<file path="src/sar_adc_pkg.sv">
package sar_adc_pkg;

    localparam int unsigned RESULT_W = 10;
    localparam int unsigned ADDR_W = 10;
    localparam int unsigned DATA_W = 32;

    // register indices; the byte address is four times the index
    localparam logic [7:0] IDX_CONTROL = 8'h93;
    localparam logic [7:0] IDX_TIMING = 8'h94;
    localparam logic [7:0] IDX_PIN_ANALOG = 8'h95;
    localparam logic [7:0] IDX_RESULT_LOW = 8'h96;
    localparam logic [7:0] IDX_RESULT_HIGH = 8'h97;

    localparam logic [7:0] CONTROL_RST = 8'h00;
    localparam logic [7:0] TIMING_RST = 8'h00;
    localparam logic [7:0] PIN_ANALOG_RST = 8'h00;
    localparam logic [9:0] RESULT_RST = 10'h000;

    localparam int unsigned CTL_ON_BIT = 7;
    localparam int unsigned CTL_FLAG_BIT = 6;
    localparam int unsigned CTL_EC_BIT = 5;
    localparam int unsigned CTL_SCH_LSB = 1;
    localparam int unsigned CTL_GO_BIT = 0;
    localparam int unsigned TIM_DIV_LSB = 5;
    localparam int unsigned TIM_TS_LSB = 0;
    localparam int unsigned RES_LOW_BITS = 2;

    localparam int unsigned SAMPLE_MIN = 2;
    localparam int unsigned SAMPLE_MAX = 15;
    localparam int unsigned CONV_PERIODS = 12;

    // software should keep one converter period at or above this time
    localparam int unsigned CLK_PERIOD_NS = 100;
    localparam int unsigned TAD_MIN_NS = 1000;
    localparam int unsigned TAD_MIN_CYCLES =
        (TAD_MIN_NS + CLK_PERIOD_NS - 1) / CLK_PERIOD_NS;

    function automatic logic [ADDR_W-1:0] byte_addr(input logic [7:0] idx);
        return {idx, 2'b00};
    endfunction

    function automatic logic [5:0] tad_cycles(input logic [2:0] code);
        case (code)
            3'h0: return 6'h02;
            3'h1: return 6'h04;
            3'h2: return 6'h06;
            3'h3: return 6'h08;
            3'h4: return 6'h0c;
            3'h5: return 6'h10;
            3'h6: return 6'h18;
            default: return 6'h20;
        endcase
    endfunction

    // bit 8 is the internal supply-derived reference
    function automatic logic [8:0] mux_onehot(input logic [3:0] sel);
        if (sel[3]) begin
            return 9'h100;
        end
        return 9'h001 << sel[2:0];
    endfunction

endpackage

</file>
<file path="src/conv_clock_gen.sv">
`timescale 1ns/100ps
`default_nettype none

module conv_clock_gen
    import sar_adc_pkg::*;
#(
    parameter int unsigned CNT_W = 6
) (
    input wire logic i_clk,
    input wire logic i_arst_n,
    input wire logic i_run,
    input wire logic [2:0] i_div_code,
    output logic o_tick
);

    if (CNT_W < 6) begin : g_bad_width
        $error("conv_clock_gen: CNT_W too small for a 32-cycle period");
    end

    logic [CNT_W-1:0] count;
    logic [CNT_W-1:0] period_last;

    assign period_last = CNT_W'(tad_cycles(i_div_code)) - CNT_W'(1);

    // the divider restarts with every run so the first period is whole
    always_ff @(posedge i_clk or negedge i_arst_n) begin
        if (!i_arst_n) begin
            count <= '0;
        end else if (!i_run || count >= period_last) begin
            count <= '0;
        end else begin
            count <= count + CNT_W'(1);
        end
    end

    assign o_tick = i_run && (count >= period_last);

endmodule

`default_nettype wire

</file>
<file path="src/sar_core.sv">
`timescale 1ns/100ps
`default_nettype none

module sar_core
    import sar_adc_pkg::*;
#(
    parameter int unsigned BITS = RESULT_W
) (
    input wire logic i_clk,
    input wire logic i_arst_n,
    input wire logic i_run,
    input wire logic i_tick,
    input wire logic [3:0] i_sample_field,
    input wire logic i_comp,
    output logic o_sampling,
    output logic [BITS-1:0] o_dac,
    output logic o_done
);

    if (BITS < 2 || BITS > CONV_PERIODS - 2) begin : g_bad_bits
        $error("sar_core: BITS does not fit the conversion budget");
    end

    typedef enum logic [2:0] {
        ST_IDLE, ST_SAMPLE, ST_SETUP, ST_BITS, ST_FINISH
    } sar_state_t;

    function automatic logic [3:0] sample_ticks(input logic [3:0] f);
        logic [4:0] sum;
        sum = {1'b0, f} + 5'h01;
        if (sum < 5'(SAMPLE_MIN)) begin
            return 4'(SAMPLE_MIN);
        end
        if (sum > 5'(SAMPLE_MAX)) begin
            return 4'(SAMPLE_MAX);
        end
        return sum[3:0];
    endfunction

    sar_state_t state;
    sar_state_t next_state;
    logic [3:0] sample_cnt;
    logic [BITS-1:0] trial;
    logic [3:0] conv_ticks;
    logic sample_last;

    assign sample_last = i_tick &&
        (sample_cnt == sample_ticks(i_sample_field) - 4'h1);

    always_comb begin
        next_state = state;
        case (state)
            ST_IDLE: next_state = ST_SAMPLE;
            ST_SAMPLE: if (sample_last) next_state = ST_SETUP;
            ST_SETUP: if (i_tick) next_state = ST_BITS;
            ST_BITS: if (i_tick && trial[0]) next_state = ST_FINISH;
            ST_FINISH: if (i_tick) next_state = ST_IDLE;
            default: next_state = ST_IDLE;
        endcase
        if (!i_run) begin
            next_state = ST_IDLE;
        end
    end

    always_ff @(posedge i_clk or negedge i_arst_n) begin
        if (!i_arst_n) begin
            state <= ST_IDLE;
            o_sampling <= 1'b0;
        end else begin
            state <= next_state;
            o_sampling <= (next_state == ST_SAMPLE);
        end
    end

    always_ff @(posedge i_clk or negedge i_arst_n) begin
        if (!i_arst_n) begin
            sample_cnt <= 4'h0;
        end else if (state != ST_SAMPLE) begin
            sample_cnt <= 4'h0;
        end else if (i_tick) begin
            sample_cnt <= sample_cnt + 4'h1;
        end
    end

    // msb first; a decision keeps the trial bit when the input is above
    always_ff @(posedge i_clk or negedge i_arst_n) begin
        if (!i_arst_n) begin
            o_dac <= '0;
            trial <= '0;
        end else if (state == ST_SAMPLE && sample_last && i_run) begin
            o_dac <= BITS'(1) << (BITS - 1);
            trial <= BITS'(1) << (BITS - 1);
        end else if (state == ST_BITS && i_tick && i_run) begin
            o_dac <= (i_comp ? o_dac : (o_dac & ~trial)) | (trial >> 1);
            trial <= trial >> 1;
        end
    end

    assign o_done = i_run && (state == ST_FINISH) && i_tick;

    always_ff @(posedge i_clk or negedge i_arst_n) begin
        if (!i_arst_n) begin
            conv_ticks <= 4'h0;
        end else if (state == ST_SAMPLE || state == ST_IDLE) begin
            conv_ticks <= 4'h0;
        end else if (i_tick) begin
            conv_ticks <= conv_ticks + 4'h1;
        end
    end

    AST_CONV_PERIODS: assert property (
        @(posedge i_clk) disable iff (!i_arst_n)
        o_done |-> conv_ticks == 4'(CONV_PERIODS - 1))
        else $error("conversion phase not twelve converter periods");

    AST_SAMPLE_CLAMP: assert property (
        @(posedge i_clk) disable iff (!i_arst_n)
        (state == ST_SAMPLE && next_state == ST_SETUP) |->
            sample_cnt + 4'h1 >= 4'(SAMPLE_MIN) &&
            sample_cnt + 4'h1 <= 4'(SAMPLE_MAX))
        else $error("sample phase outside its clamp");

endmodule

`default_nettype wire

</file>
<file path="src/sar_adc_ctrl.sv">
// Decided for this implementation: the Avalon-MM interface to the registers.
`timescale 1ns/100ps
`default_nettype none

// Overview of operation
// - converter off: no conversion or comparison; on bit enables the block
// - writing one to start/busy begins a conversion or comparison
// - normal mode: hardware clears start/busy when conversion ends
// - software clearing start/busy mid-conversion aborts it
// - on completion store the 10-bit result and set the flag
// - flag set only by hardware; stays until software writes zero
// - flag set with interrupt enabled raises an interrupt request
// - compare runs only when compare enable and converter on are set
// - compare: flag only when input exceeds stored threshold
// - compare repeats continuously while start/busy stays set
// - compare mode: hardware never clears start/busy
// - channel codes 0-7 pick input n; top bit set picks supply
// - exactly one input is connected to the converter
// - clock select gives 2,4,6,8,12,16,24,32 system clocks per period
// - sample time is field plus one periods, clamped to 2..15
// - conversion lasts twelve periods plus the sample time
// - keeps running in idle; its interrupt wakes the core
// - converter and compare are disabled in power-down
// - result: upper eight bits high register, low two bits low register
// - per-pin register selects digital or analog use of eight pins
module sar_adc_ctrl
    import sar_adc_pkg::*;
(
    input wire logic i_clk,
    input wire logic i_arst_n,
    input wire logic [ADDR_W-1:0] i_avs_address,
    input wire logic i_avs_read,
    input wire logic i_avs_write,
    input wire logic [DATA_W-1:0] i_avs_writedata,
    input wire logic [3:0] i_avs_byteenable,
    output logic [DATA_W-1:0] o_avs_readdata,
    output logic o_avs_waitrequest,
    input wire logic i_power_down,
    input wire logic i_conv_irq_enable,
    input wire logic i_comp_above,
    output logic [8:0] o_mux_select,
    output logic o_sampling,
    output logic [RESULT_W-1:0] o_dac_code,
    output logic [7:0] o_pin_analog,
    output logic o_irq,
    output logic o_wake
);

    ////////////////////////////////////////////////////////////////////////
    // register state

    logic converter_on;
    logic conversion_flag;
    logic compare_enable;
    logic [3:0] channel_select;
    logic busy;
    logic [2:0] conv_clock_divider;
    logic [3:0] sample_length;
    logic [7:0] pin_analog_select;
    logic [RESULT_W-1:0] result;

    logic ack;
    logic wr_take;
    logic wr_ctl;
    logic wr_tim;
    logic wr_pin;
    logic wr_lo;
    logic wr_hi;
    logic [7:0] wdata;
    logic [7:0] rd_value;

    logic comp_meta;
    logic comp_sync;
    logic run;
    logic tick;
    logic done;
    logic above;
    logic hw_flag_set;
    logic [RESULT_W-1:0] core_result;

    ////////////////////////////////////////////////////////////////////////
    // avalon slave: one wait state on every access

    assign o_avs_waitrequest = (i_avs_read || i_avs_write) && !ack;

    always_ff @(posedge i_clk or negedge i_arst_n) begin
        if (!i_arst_n) begin
            ack <= 1'b0;
        end else begin
            ack <= (i_avs_read || i_avs_write) && !ack;
        end
    end

    assign wdata = i_avs_writedata[7:0];
    assign wr_take = i_avs_write && ack && i_avs_byteenable[0];
    assign wr_ctl = wr_take && (i_avs_address == byte_addr(IDX_CONTROL));
    assign wr_tim = wr_take && (i_avs_address == byte_addr(IDX_TIMING));
    assign wr_pin = wr_take && (i_avs_address == byte_addr(IDX_PIN_ANALOG));
    assign wr_lo = wr_take && (i_avs_address == byte_addr(IDX_RESULT_LOW));
    assign wr_hi = wr_take && (i_avs_address == byte_addr(IDX_RESULT_HIGH));

    always_comb begin
        rd_value = 8'h00;
        case (i_avs_address)
            byte_addr(IDX_CONTROL):
                rd_value = {converter_on, conversion_flag, compare_enable,
                            channel_select, busy};
            byte_addr(IDX_TIMING):
                rd_value = {conv_clock_divider, 1'b0, sample_length};
            byte_addr(IDX_PIN_ANALOG):
                rd_value = pin_analog_select;
            byte_addr(IDX_RESULT_LOW):
                rd_value = {6'h00, result[RES_LOW_BITS-1:0]};
            byte_addr(IDX_RESULT_HIGH):
                rd_value = result[RESULT_W-1:RES_LOW_BITS];
            default:
                rd_value = 8'h00;
        endcase
    end

    // data is latched in the wait cycle so it stands when waitrequest drops
    always_ff @(posedge i_clk or negedge i_arst_n) begin
        if (!i_arst_n) begin
            o_avs_readdata <= '0;
        end else if (i_avs_read && !ack) begin
            o_avs_readdata <= {24'h000000, rd_value};
        end
    end

    ////////////////////////////////////////////////////////////////////////
    // control and timing registers

    always_ff @(posedge i_clk or negedge i_arst_n) begin
        if (!i_arst_n) begin
            converter_on <= CONTROL_RST[CTL_ON_BIT];
            compare_enable <= CONTROL_RST[CTL_EC_BIT];
            channel_select <= CONTROL_RST[CTL_SCH_LSB +: 4];
        end else if (wr_ctl) begin
            converter_on <= wdata[CTL_ON_BIT];
            compare_enable <= wdata[CTL_EC_BIT];
            channel_select <= wdata[CTL_SCH_LSB +: 4];
        end
    end

    // a software write wins: a one restarts, a zero aborts
    always_ff @(posedge i_clk or negedge i_arst_n) begin
        if (!i_arst_n) begin
            busy <= CONTROL_RST[CTL_GO_BIT];
        end else if (wr_ctl) begin
            busy <= wdata[CTL_GO_BIT];
        end else if (done && !compare_enable) begin
            busy <= 1'b0;
        end
    end

    always_ff @(posedge i_clk or negedge i_arst_n) begin
        if (!i_arst_n) begin
            conv_clock_divider <= TIMING_RST[TIM_DIV_LSB +: 3];
            sample_length <= TIMING_RST[TIM_TS_LSB +: 4];
        end else if (wr_tim) begin
            conv_clock_divider <= wdata[TIM_DIV_LSB +: 3];
            sample_length <= wdata[TIM_TS_LSB +: 4];
        end
    end

    always_ff @(posedge i_clk or negedge i_arst_n) begin
        if (!i_arst_n) begin
            pin_analog_select <= PIN_ANALOG_RST;
        end else if (wr_pin) begin
            pin_analog_select <= wdata;
        end
    end

    ////////////////////////////////////////////////////////////////////////
    // conversion engine

    // the comparator is analog, so it is a foreign input
    always_ff @(posedge i_clk or negedge i_arst_n) begin
        if (!i_arst_n) begin
            comp_meta <= 1'b0;
            comp_sync <= 1'b0;
        end else begin
            comp_meta <= i_comp_above;
            comp_sync <= comp_meta;
        end
    end

    // idle mode is not an input: the block simply keeps its clock
    assign run = converter_on && busy && !i_power_down;

    conv_clock_gen #(
        .CNT_W(6)
    ) u_clock_gen (
        .i_clk(i_clk),
        .i_arst_n(i_arst_n),
        .i_run(run),
        .i_div_code(conv_clock_divider),
        .o_tick(tick)
    );

    sar_core #(
        .BITS(RESULT_W)
    ) u_core (
        .i_clk(i_clk),
        .i_arst_n(i_arst_n),
        .i_run(run),
        .i_tick(tick),
        .i_sample_field(sample_length),
        .i_comp(comp_sync),
        .o_sampling(o_sampling),
        .o_dac(core_result),
        .o_done(done)
    );

    assign o_dac_code = core_result;

    ////////////////////////////////////////////////////////////////////////
    // result, compare and flag

    // in compare mode the result register is the threshold and is kept
    assign above = core_result > result;
    assign hw_flag_set = done && (!compare_enable || above);

    always_ff @(posedge i_clk or negedge i_arst_n) begin
        if (!i_arst_n) begin
            result <= RESULT_RST;
        end else if (done && !compare_enable) begin
            result <= core_result;
        end else if (wr_lo) begin
            result[RES_LOW_BITS-1:0] <= wdata[RES_LOW_BITS-1:0];
        end else if (wr_hi) begin
            result[RESULT_W-1:RES_LOW_BITS] <= wdata;
        end
    end

    // writing one is ignored; a set in the clearing cycle wins
    always_ff @(posedge i_clk or negedge i_arst_n) begin
        if (!i_arst_n) begin
            conversion_flag <= CONTROL_RST[CTL_FLAG_BIT];
        end else if (hw_flag_set) begin
            conversion_flag <= 1'b1;
        end else if (wr_ctl && !wdata[CTL_FLAG_BIT]) begin
            conversion_flag <= 1'b0;
        end
    end

    ////////////////////////////////////////////////////////////////////////
    // outputs toward the core and the analog side

    always_ff @(posedge i_clk or negedge i_arst_n) begin
        if (!i_arst_n) begin
            o_irq <= 1'b0;
            o_wake <= 1'b0;
        end else begin
            o_irq <= conversion_flag && i_conv_irq_enable;
            o_wake <= conversion_flag && i_conv_irq_enable;
        end
    end

    always_ff @(posedge i_clk or negedge i_arst_n) begin
        if (!i_arst_n) begin
            o_mux_select <= mux_onehot(CONTROL_RST[CTL_SCH_LSB +: 4]);
            o_pin_analog <= PIN_ANALOG_RST;
        end else begin
            o_mux_select <= mux_onehot(channel_select);
            o_pin_analog <= pin_analog_select;
        end
    end

    ////////////////////////////////////////////////////////////////////////
    // checks

    AST_OFF_IDLE: assert property (
        @(posedge i_clk) disable iff (!i_arst_n)
        !converter_on ##1 !converter_on |-> !o_sampling && !done)
        else $error("converter active while switched off");

    AST_START_SAMPLES: assert property (
        @(posedge i_clk) disable iff (!i_arst_n)
        $rose(run) |=> o_sampling)
        else $error("start did not begin a sample phase");

    AST_AUTO_CLEAR: assert property (
        @(posedge i_clk) disable iff (!i_arst_n)
        done && !compare_enable && !wr_ctl |=> !busy)
        else $error("busy not cleared after conversion");

    AST_ABORT: assert property (
        @(posedge i_clk) disable iff (!i_arst_n)
        $fell(busy) |=> !o_sampling ##1 !o_sampling)
        else $error("clearing busy did not abort");

    AST_RESULT_UPDATE: assert property (
        @(posedge i_clk) disable iff (!i_arst_n)
        done && !compare_enable |=>
            result == $past(core_result) && conversion_flag)
        else $error("result or flag not updated at completion");

    AST_FLAG_STICKY: assert property (
        @(posedge i_clk) disable iff (!i_arst_n)
        conversion_flag && !(wr_ctl && !wdata[CTL_FLAG_BIT]) |=>
            conversion_flag)
        else $error("flag dropped without a software clear");

    AST_FLAG_HW_ONLY: assert property (
        @(posedge i_clk) disable iff (!i_arst_n)
        !conversion_flag && !done |=> !conversion_flag)
        else $error("flag set without a completion");

    AST_IRQ: assert property (
        @(posedge i_clk) disable iff (!i_arst_n)
        conversion_flag && i_conv_irq_enable |=> o_irq && o_wake)
        else $error("interrupt request missing");

    AST_CMP_BELOW: assert property (
        @(posedge i_clk) disable iff (!i_arst_n)
        done && compare_enable && !above && !conversion_flag |=>
            !conversion_flag)
        else $error("compare flagged a value not above threshold");

    // the core passes through idle for one cycle before it samples again
    AST_CMP_HOLDS: assert property (
        @(posedge i_clk) disable iff (!i_arst_n)
        done && compare_enable && !wr_ctl |=>
            busy ##1 (o_sampling || !$past(run)))
        else $error("compare mode did not continue");

    AST_BUSY_HW: assert property (
        @(posedge i_clk) disable iff (!i_arst_n)
        compare_enable && busy && !wr_ctl |=> busy)
        else $error("busy cleared by hardware in compare mode");

    AST_CMP_FLAG: assert property (
        @(posedge i_clk) disable iff (!i_arst_n)
        done && compare_enable && above |=> conversion_flag)
        else $error("compare above threshold did not flag");

    AST_MUX_FOLLOWS: assert property (
        @(posedge i_clk) disable iff (!i_arst_n)
        o_mux_select == mux_onehot($past(channel_select)))
        else $error("multiplexer does not follow the channel field");

    AST_ONE_CHANNEL: assert property (
        @(posedge i_clk) disable iff (!i_arst_n)
        $onehot(o_mux_select))
        else $error("input multiplexer not one-hot");

    AST_POWER_DOWN: assert property (
        @(posedge i_clk) disable iff (!i_arst_n)
        i_power_down |=> !o_sampling && !done)
        else $error("converter active in power-down");

endmodule

`default_nettype wire

</file>
<file path="config.mk">
export PLATFORM = sky130hd
export DESIGN_NAME = sar_adc_ctrl
export DESIGN_NICKNAME = d
export VERILOG_FILES = /design/src/sar_adc_pkg.sv /design/src/conv_clock_gen.sv /design/src/sar_core.sv /design/src/sar_adc_ctrl.sv
export SDC_FILE = /design/constraint.sdc
export NUM_CORES = 1
export LEC_CHECK = 0
export BUFFER_PORTS_ARGS = -buffer_cell sky130_fd_sc_hd__buf_4
export CAP_MARGIN = 20
export CELL_PAD_IN_SITES_DETAIL_PLACEMENT = 0
export CELL_PAD_IN_SITES_GLOBAL_PLACEMENT = 1
export CORE_AREA = 2 2 111 113
export DETAILED_ROUTE_END_ITERATION = 7
export DIE_AREA = 0 0 113 115
export PLACE_DENSITY_LB_ADDON = 0.05
export SYNTH_ARGS = -nofsm -noshare
export SYNTH_HDL_FRONTEND = slang
export SYNTH_SLANG_ARGS = --single-unit
</file>
<file path="constraint.sdc">
create_clock -name i_clk -period 3.8 [get_ports i_clk]
set_clock_uncertainty 0.1 [all_clocks]
set_input_delay 0 -clock i_clk [delete_from_list [all_inputs] [get_ports i_clk]]
set_output_delay 0 -clock i_clk [all_outputs]
set_load 0.05 [all_outputs]
</file>
# Word-level counts from Yosys, hierarchy flattened
# Index checks and enable logic that the tools add are counted.
[word_totals]
reg_bits = 96
latch_bits = 0
mem_bits_rw = 0
romBits = 0
word_cells = 130
memories = 0
[op_classes]
addsub = 5
n_mul = 0
div_mod_pow = 0
n_lt_le_gt_ge = 4
n_eq_ne = 19
shifts = 1
n_mux = 34
bitwise_logic = 3
reduce_logical = 41
[ops]
columns = ["cell", "count"]
rows = [
  ["$mux W10", 6],
  ["$eq A10 B10 Y1 const B", 5],
  ["$pmux W6 S7", 1],
  ["$pmux W8 S5", 1],
  ["$logic_and A1 B1 Y1", 24],
  ["$mux W4", 6],
  ["$mux W9", 2],
  ["$mux W8", 2],
  ["$mux W3", 5],
  ["$pmux W3 S5", 1],
  ["$eq A3 B2 Y1 const B", 4],
  ["$eq A3 B3 Y1 const B", 4],
  ["$reduce_bool A2 Y1", 6],
  ["$and A10 B10 Y10", 1],
  ["$gt A10 B10 Y1", 1],
  ["$not A10 Y10", 1],
  ["$or A10 B9 Y10", 1],
  ["$eq A3 B1 Y1 const B", 3],
  ["$shl A1 B3 Y9 const A", 1],
  ["$mux W1", 8],
  ["$add A6 B1 Y6 const B", 1],
  ["$ge A6 B6 Y1", 1],
  ["$logic_not A3 Y1", 2],
  ["$mux W6", 1],
  ["13 further kinds", 19],
]

# Depth between registers and ports, before layout
[depth]
depth_word = 13
depth_mapped = 14
mapped_depth_nobuf = 12

# By module
# A second synthesis with hierarchy kept.
[hier_totals]
hier_cells = 489
hier_area_um2 = 5053.6
[modules_own_cells]
columns = ["module", "n_inst", "cells_each", "area_each_um2", "seq_area_each_um2"]
rows = [
  ["sar_adc_ctrl", 1, 271, 3069.2, 1552.7],
  ["sar_core", 1, 169, 1530.2, 700.7],
  ["conv_clock_gen", 1, 49, 454.2, 150.1],
]

# Least setup slack after synthesis
# Ideal clock, no wire load.
[synth_timing]
kind = "register to register"
start = "register conv_clock_divider[0]"
end = "register u_core.o_dac[1]"
setup_ns = 0.122
arrival_ns = 2.627
required_ns = 3.578
path_slack_ns = 0.951
stages_incl_launch_ff = 14
period_less_slack_ns = 2.849
cell_sequence = "dfrtp_1 clkbuf_1 or2_2 ha_1 and3_1 a31oi_1 ha_1 o21a_1 o21ai_1 nor3_1 buf_2 buf_2 a22oi_1 nor2_1"
[synth_between]
elab_chain_cells = 9
word_cells_on_any_way = 18
classes_between = "1 x add/sub; 1 x order compare; 6 x eq/ne; 2 x mux; 8 x reduce/logical"
[synth_rtl]
columns = ["element", "line_no", "rtl"]
rows = [
  ["start, declared", "sar_adc_ctrl.sv:57", "logic [2:0] conv_clock_divider;"],
  ["start signal, assigned", "sar_adc_ctrl.sv:158", "conv_clock_divider <= TIMING_RST[TIM_DIV_LSB +: 3];"],
  ["start signal, assigned", "sar_adc_ctrl.sv:161", "conv_clock_divider <= wdata[TIM_DIV_LSB +: 3];"],
  ["$eq A3 B3 Y1 (tied with other cells)", "sar_adc_pkg.sv:43", "case (code)"],
  ["$pmux W6 S7 *", "sar_adc_pkg.sv:43", ""],
  ["$sub A6 B1 Y6 *", "conv_clock_gen.sv:23", "assign period_last = CNT_W'(tad_cycles(i_div_code)) - CNT_W'(1);"],
  ["$ge A6 B6 Y1 *", "conv_clock_gen.sv:36", "assign o_tick = i_run && (count >= period_last);"],
  ["$logic_and A1 B1 Y1 *", "conv_clock_gen.sv:36", ""],
  ["$logic_and A1 B1 Y1", "sar_core.sv:47", "assign sample_last = i_tick &&"],
  ["$logic_and A1 B1 Y1 (2 in series)", "sar_core.sv:90", "end else if (state == ST_SAMPLE && sample_last && i_run) begin"],
  ["$mux W10 / $reduce_bool A2 Y1 (equally long branches)", "--", ""],
  ["end signal, assigned", "sar_core.sv:91", "o_dac <= BITS'(1) << (BITS - 1);"],
  ["end signal, assigned", "sar_core.sv:94", "o_dac <= (i_comp ? o_dac : (o_dac & ~trial)) | (trial >> 1);"],
  ["end, declared", "sar_core.sv:16", "output logic [BITS-1:0] o_dac,"],
]
# Every way passes the cells marked *; elsewhere a longest branch is shown, timed or not.
# A chain may end at the register's enable or synchronous reset.

# Worst setup path after layout
[layout_timing]
start = "register conv_clock_divider[1]"
end = "register u_core.o_dac[8]"
# The elaborated chain is that of the path after synthesis.

==> results.tsv <==
stage	metric	value	unit
outcome	status	finished, violations left	
outcome	violations	design-rule violations	
floorplan	fp.dieW	113	um
floorplan	initial_core_util	41.3	%
floorplan	placementRows	40	
clock_network	postCtsSetupBuffers	0	
clock_network	cts-root-buf	clkbuf_16	
critical_path	reg2reg_slack	0.67	ns
power_and_ir_drop	ir_worst_vdd	0.185	mV
synth	synth-main-ff-cell	dfrtp_1	
layout	final_layout_size_suffix_gt1_share	22.2	%
critical_path	worstSetupStartpoint	conv_clock_divider[1]$_DFFE_PN0P_	
synth	yosys.area_share.simple	15.7	%
routing	dr.first_iter.drc_count	196	
critical_path	setup.worst_path.class	reg2reg	
synth	synth_edf_count	0	
synth	yosys_register_bits	96	
synth	post-synth-top-count-cell	dfrtp_1	
synth	yosysUniqueCellTypes	60	
timing	min_period	3.13	ns
critical_path	cp.required	3.93	ns
timing	worst_slew_pin_slew	0.957	ns
routing	wl_per_cell	15.5	um
synth	yosysWarnings	0	
synth	synth.top_cell.area_share	48.7	%
routing	routed_wirelength	10700	um
synth	synthXorXnorAreaFrac	2.15	%
timing	relSlewSlack	36.2	%
layout	syn2layout_area_growth	19.9	%
synth	syn_area	4880	um^2
timing	setup_viol	0	
synth	synth_area_leaders	dfrtp_1, mux2_2, ha_1	
routing	final_antenna_net_count	0	
clock_network	cts_resized	0	
synth	synth_compound_area_share	10.6	%
clock_network	holdBufCountCts	16	
timing	slew_violations	0	
synth	synthAdderAreaFrac	5.13	%
power_and_ir_drop	switching_share	26.0	%
synth	synth_common_cells	dfrtp_1, nor2_1, nand2_1	
floorplan	ios	116	
floorplan	coreArea	11800	um^2
power_and_ir_drop	power	2050	uW
job	cap_viol_max_count	0	
critical_path	timing.rr.start	conv_clock_divider[1]$_DFFE_PN0P_	
floorplan	die_h	115	um
critical_path	crit_end	u_core.o_dac[8]$_DFFE_PN0P_	
layout	diodes	0	
critical_path	reg2reg_depth	13	
synth	muxShareOfSynthArea	10.0	%
clock_network	clock_latency	0.35	ns
critical_path	end_kind	flip-flop	
clock_network	clockBufferDepth	2	
placement	placed_cell_area	5420	um^2
floorplan	dieArea	13000	um^2
power_and_ir_drop	power_density	350	nW/um^2
global_routing	grt-ovfl-total	0	
critical_path	worst_r2r_endpoint	u_core.o_dac[8]$_DFFE_PN0P_	
layout	final_area	5850	um^2
routing	firstDrtPassIters	8	
power_and_ir_drop	p_clk_share	41.3	%
critical_path	start_kind	flip-flop	
global_routing	grt_antenna_before_repair	0	
synth	synth_top_family_by_area	simple AND/OR/NAND/NOR gates	
routing	drcViolationCount	10	
layout	nets	612	
clock_network	htree_levels	3	
placement	place.gp.congestion	0.732	
power_and_ir_drop	pwr-share-seq	50.6	%
timing	hold_viol_final	0	
placement	dp_hpwl	7770	um
critical_path	cpPeakStageDelay	0.46	ns
synth	syn_area_per_cell	10.6	um^2
power_and_ir_drop	leakage	0.00275	uW
power_and_ir_drop	internal_power	1520	uW
placement	io_buffers	64	
critical_path	worst_path_max_delay_cell	dfrtp_1	
global_routing	grt_max_degree	75	
synth	syn_inst	460	
clock_network	cts_buffers	9	
clock_network	cts.sinks	96	
timing	fmax	320	MHz
routing	viasPerCell	5.11	
timing	setup_tns	0	ns
global_routing	grt_use_total	17.5	%
clock_network	clk_pin_slew_worst_paths	0.07	ns
worst_hold_path	hold_class	in2reg	
timing	fin_crit_sh	82.3	%
global_routing	grt_pass1_vias	3497	
critical_path	worstPathArrival	3.26	ns
critical_path	cp_max_fo	19	
synth	synth_async_sr_flop_share	100	%
synth	synth_area_leader_cell	dfrtp_1	
global_routing	grt_pass1_wl	17800	um
power_and_ir_drop	pwr-share-comb	8.1	%
critical_path	crit_chain	xor2_1 > o21ai_0 > ha_1 > and3_1 > a31oi_1 > ha_1 > o21a_1 > o21ai_1 > buf_4 > or3_1 > and4b_1 > buf_4 > nor2_1	
synth	yosysSeqAreaShare	49.3	%
clock_network	cts_tree	built	
timing	rsz0062_at_grt	false	
routing	vias	3532	
power_and_ir_drop	power_switching	533	uW
[cell type report]
type | count | area [um^2]
clock buffer | 9 | 225
clock inverter | 7 | 46.3
fill | 1119 | 5960
inverter | 19 | 71.3
multi-input combinational | 327 | 2230
sequential | 96 | 2400
tap | 147 | 184
timing repair buffer | 86 | 686
[registers in the layout, summed over array words and instances, names as in the netlist, 3 cells and up]
| signal | count |
|---|---|
| u_core.o_dac | 10 |
| result | 10 |
| sample_length | 4 |
| o_avs_readdata | 8 |
| u_clock_gen.count | 6 |
| u_core.state | 3 |
| pin_analog_select | 8 |
| o_mux_select | 9 |
| o_pin_analog | 8 |
| channel_select | 4 |
| u_core.sample_cnt | 4 |
| u_core.trial | 10 |
| conv_clock_divider | 3 |
[power by group through the flow]
stage	logic [uW]	clock network, uW	registers, uW
2_1_floorplan	98.2	0	1070
3_3_place_gp	156	0	1060
3_5_place_dp	157	0	1060
4_1_cts	169	873	1040
5_1_grt	180	917	1040
6_report	167	846	1040
[stage by stage]
stage | cells | utilization (%) | setup WS (ns) | hold WS [ns]
2_1_floorplan | 483 | - | 0.951 | -0.396
3_3_place_gp | 659 | 45.8 | 0.662 | 0.0109
3_5_place_dp | 659 | 45.8 | 0.669 | 0.0133
4_1_cts | 691 | 49.5 | 0.648 | 0.0476
5_1_grt | 691 | 49.5 | 0.382 | 0.0747
6_report | 691 | 49.5 | 0.674 | 0.0575
[placed cells by master, fill, tap and decap left out, types with 4 or more instances in the layout]
master / n
dfrtp_1: 95
ha_1: 20
nor2_1: 44
inv_1: 19
nand3b_1: 5
nor3_1: 8
nand2b_1: 7
conb_1: 24
clkbuf_16: 9
nand2_1: 41
dlygate4sd3_1: 16
a21oi_1: 8
a31oi_1: 4
nand3_1: 8
buf_4: 70
mux2_2: 23
mux2i_1: 23
xor2_1: 6
xnor2_1: 6
a22oi_1: 9
o21ai_0: 27
a21o_1: 7
a222oi_1: 5
[cells by family after synthesis]
group                      count (synthesis)
muxes                                     46
DFF                                       96
buffers and inverters                     60
AOI/OAI and AO/OA                         79
other                                      1
xor gates and xnor gates                  12
adders and majority gates                 20
and+or+nand+nor                          146
[worst min path at each step]
stage          slack (ns)  cells past startpoint                           endpoint             start
5_1_grt              0.07                      3  conv_clock_divider[2]$_DFFE_PN0P_  i_avs_address[3]
6_report             0.06                      3  conv_clock_divider[0]$_DFFE_PN0P_  i_avs_address[3]
4_1_cts              0.05                      3       sample_length[2]$_DFFE_PN0P_  i_avs_address[3]
2_1_floorplan       -0.40                      0                      ack$_DFF_PN0_          i_arst_n
3_5_place_dp         0.01                      1                comp_meta$_DFF_PN0_      i_comp_above
3_3_place_gp         0.01                      1                comp_meta$_DFF_PN0_      i_comp_above
[metal layers]
metal | vias to the layer above | share of wire (%) | global-route usage, %
li1 | 1737 | - | -
met1 | 1697 | 49 | 25.2
met2 | 85 | 44 | 26.2
met3 | 13 | 4.4 | 3.16
met4 | 0 | 1.8 | 7.32
met5 | - | 0 | 0
[worst max-delay path: cells and delay by family (launching register included)]
kind            cells  cell delay [ns]
simple gates        4             0.92
compound gates      4             0.43
xor+xnor            1             0.16
flops               1             0.46
buf+inv             2             0.42
fa+ha+maj           2             0.51
(Power assumes the default switching activity.)
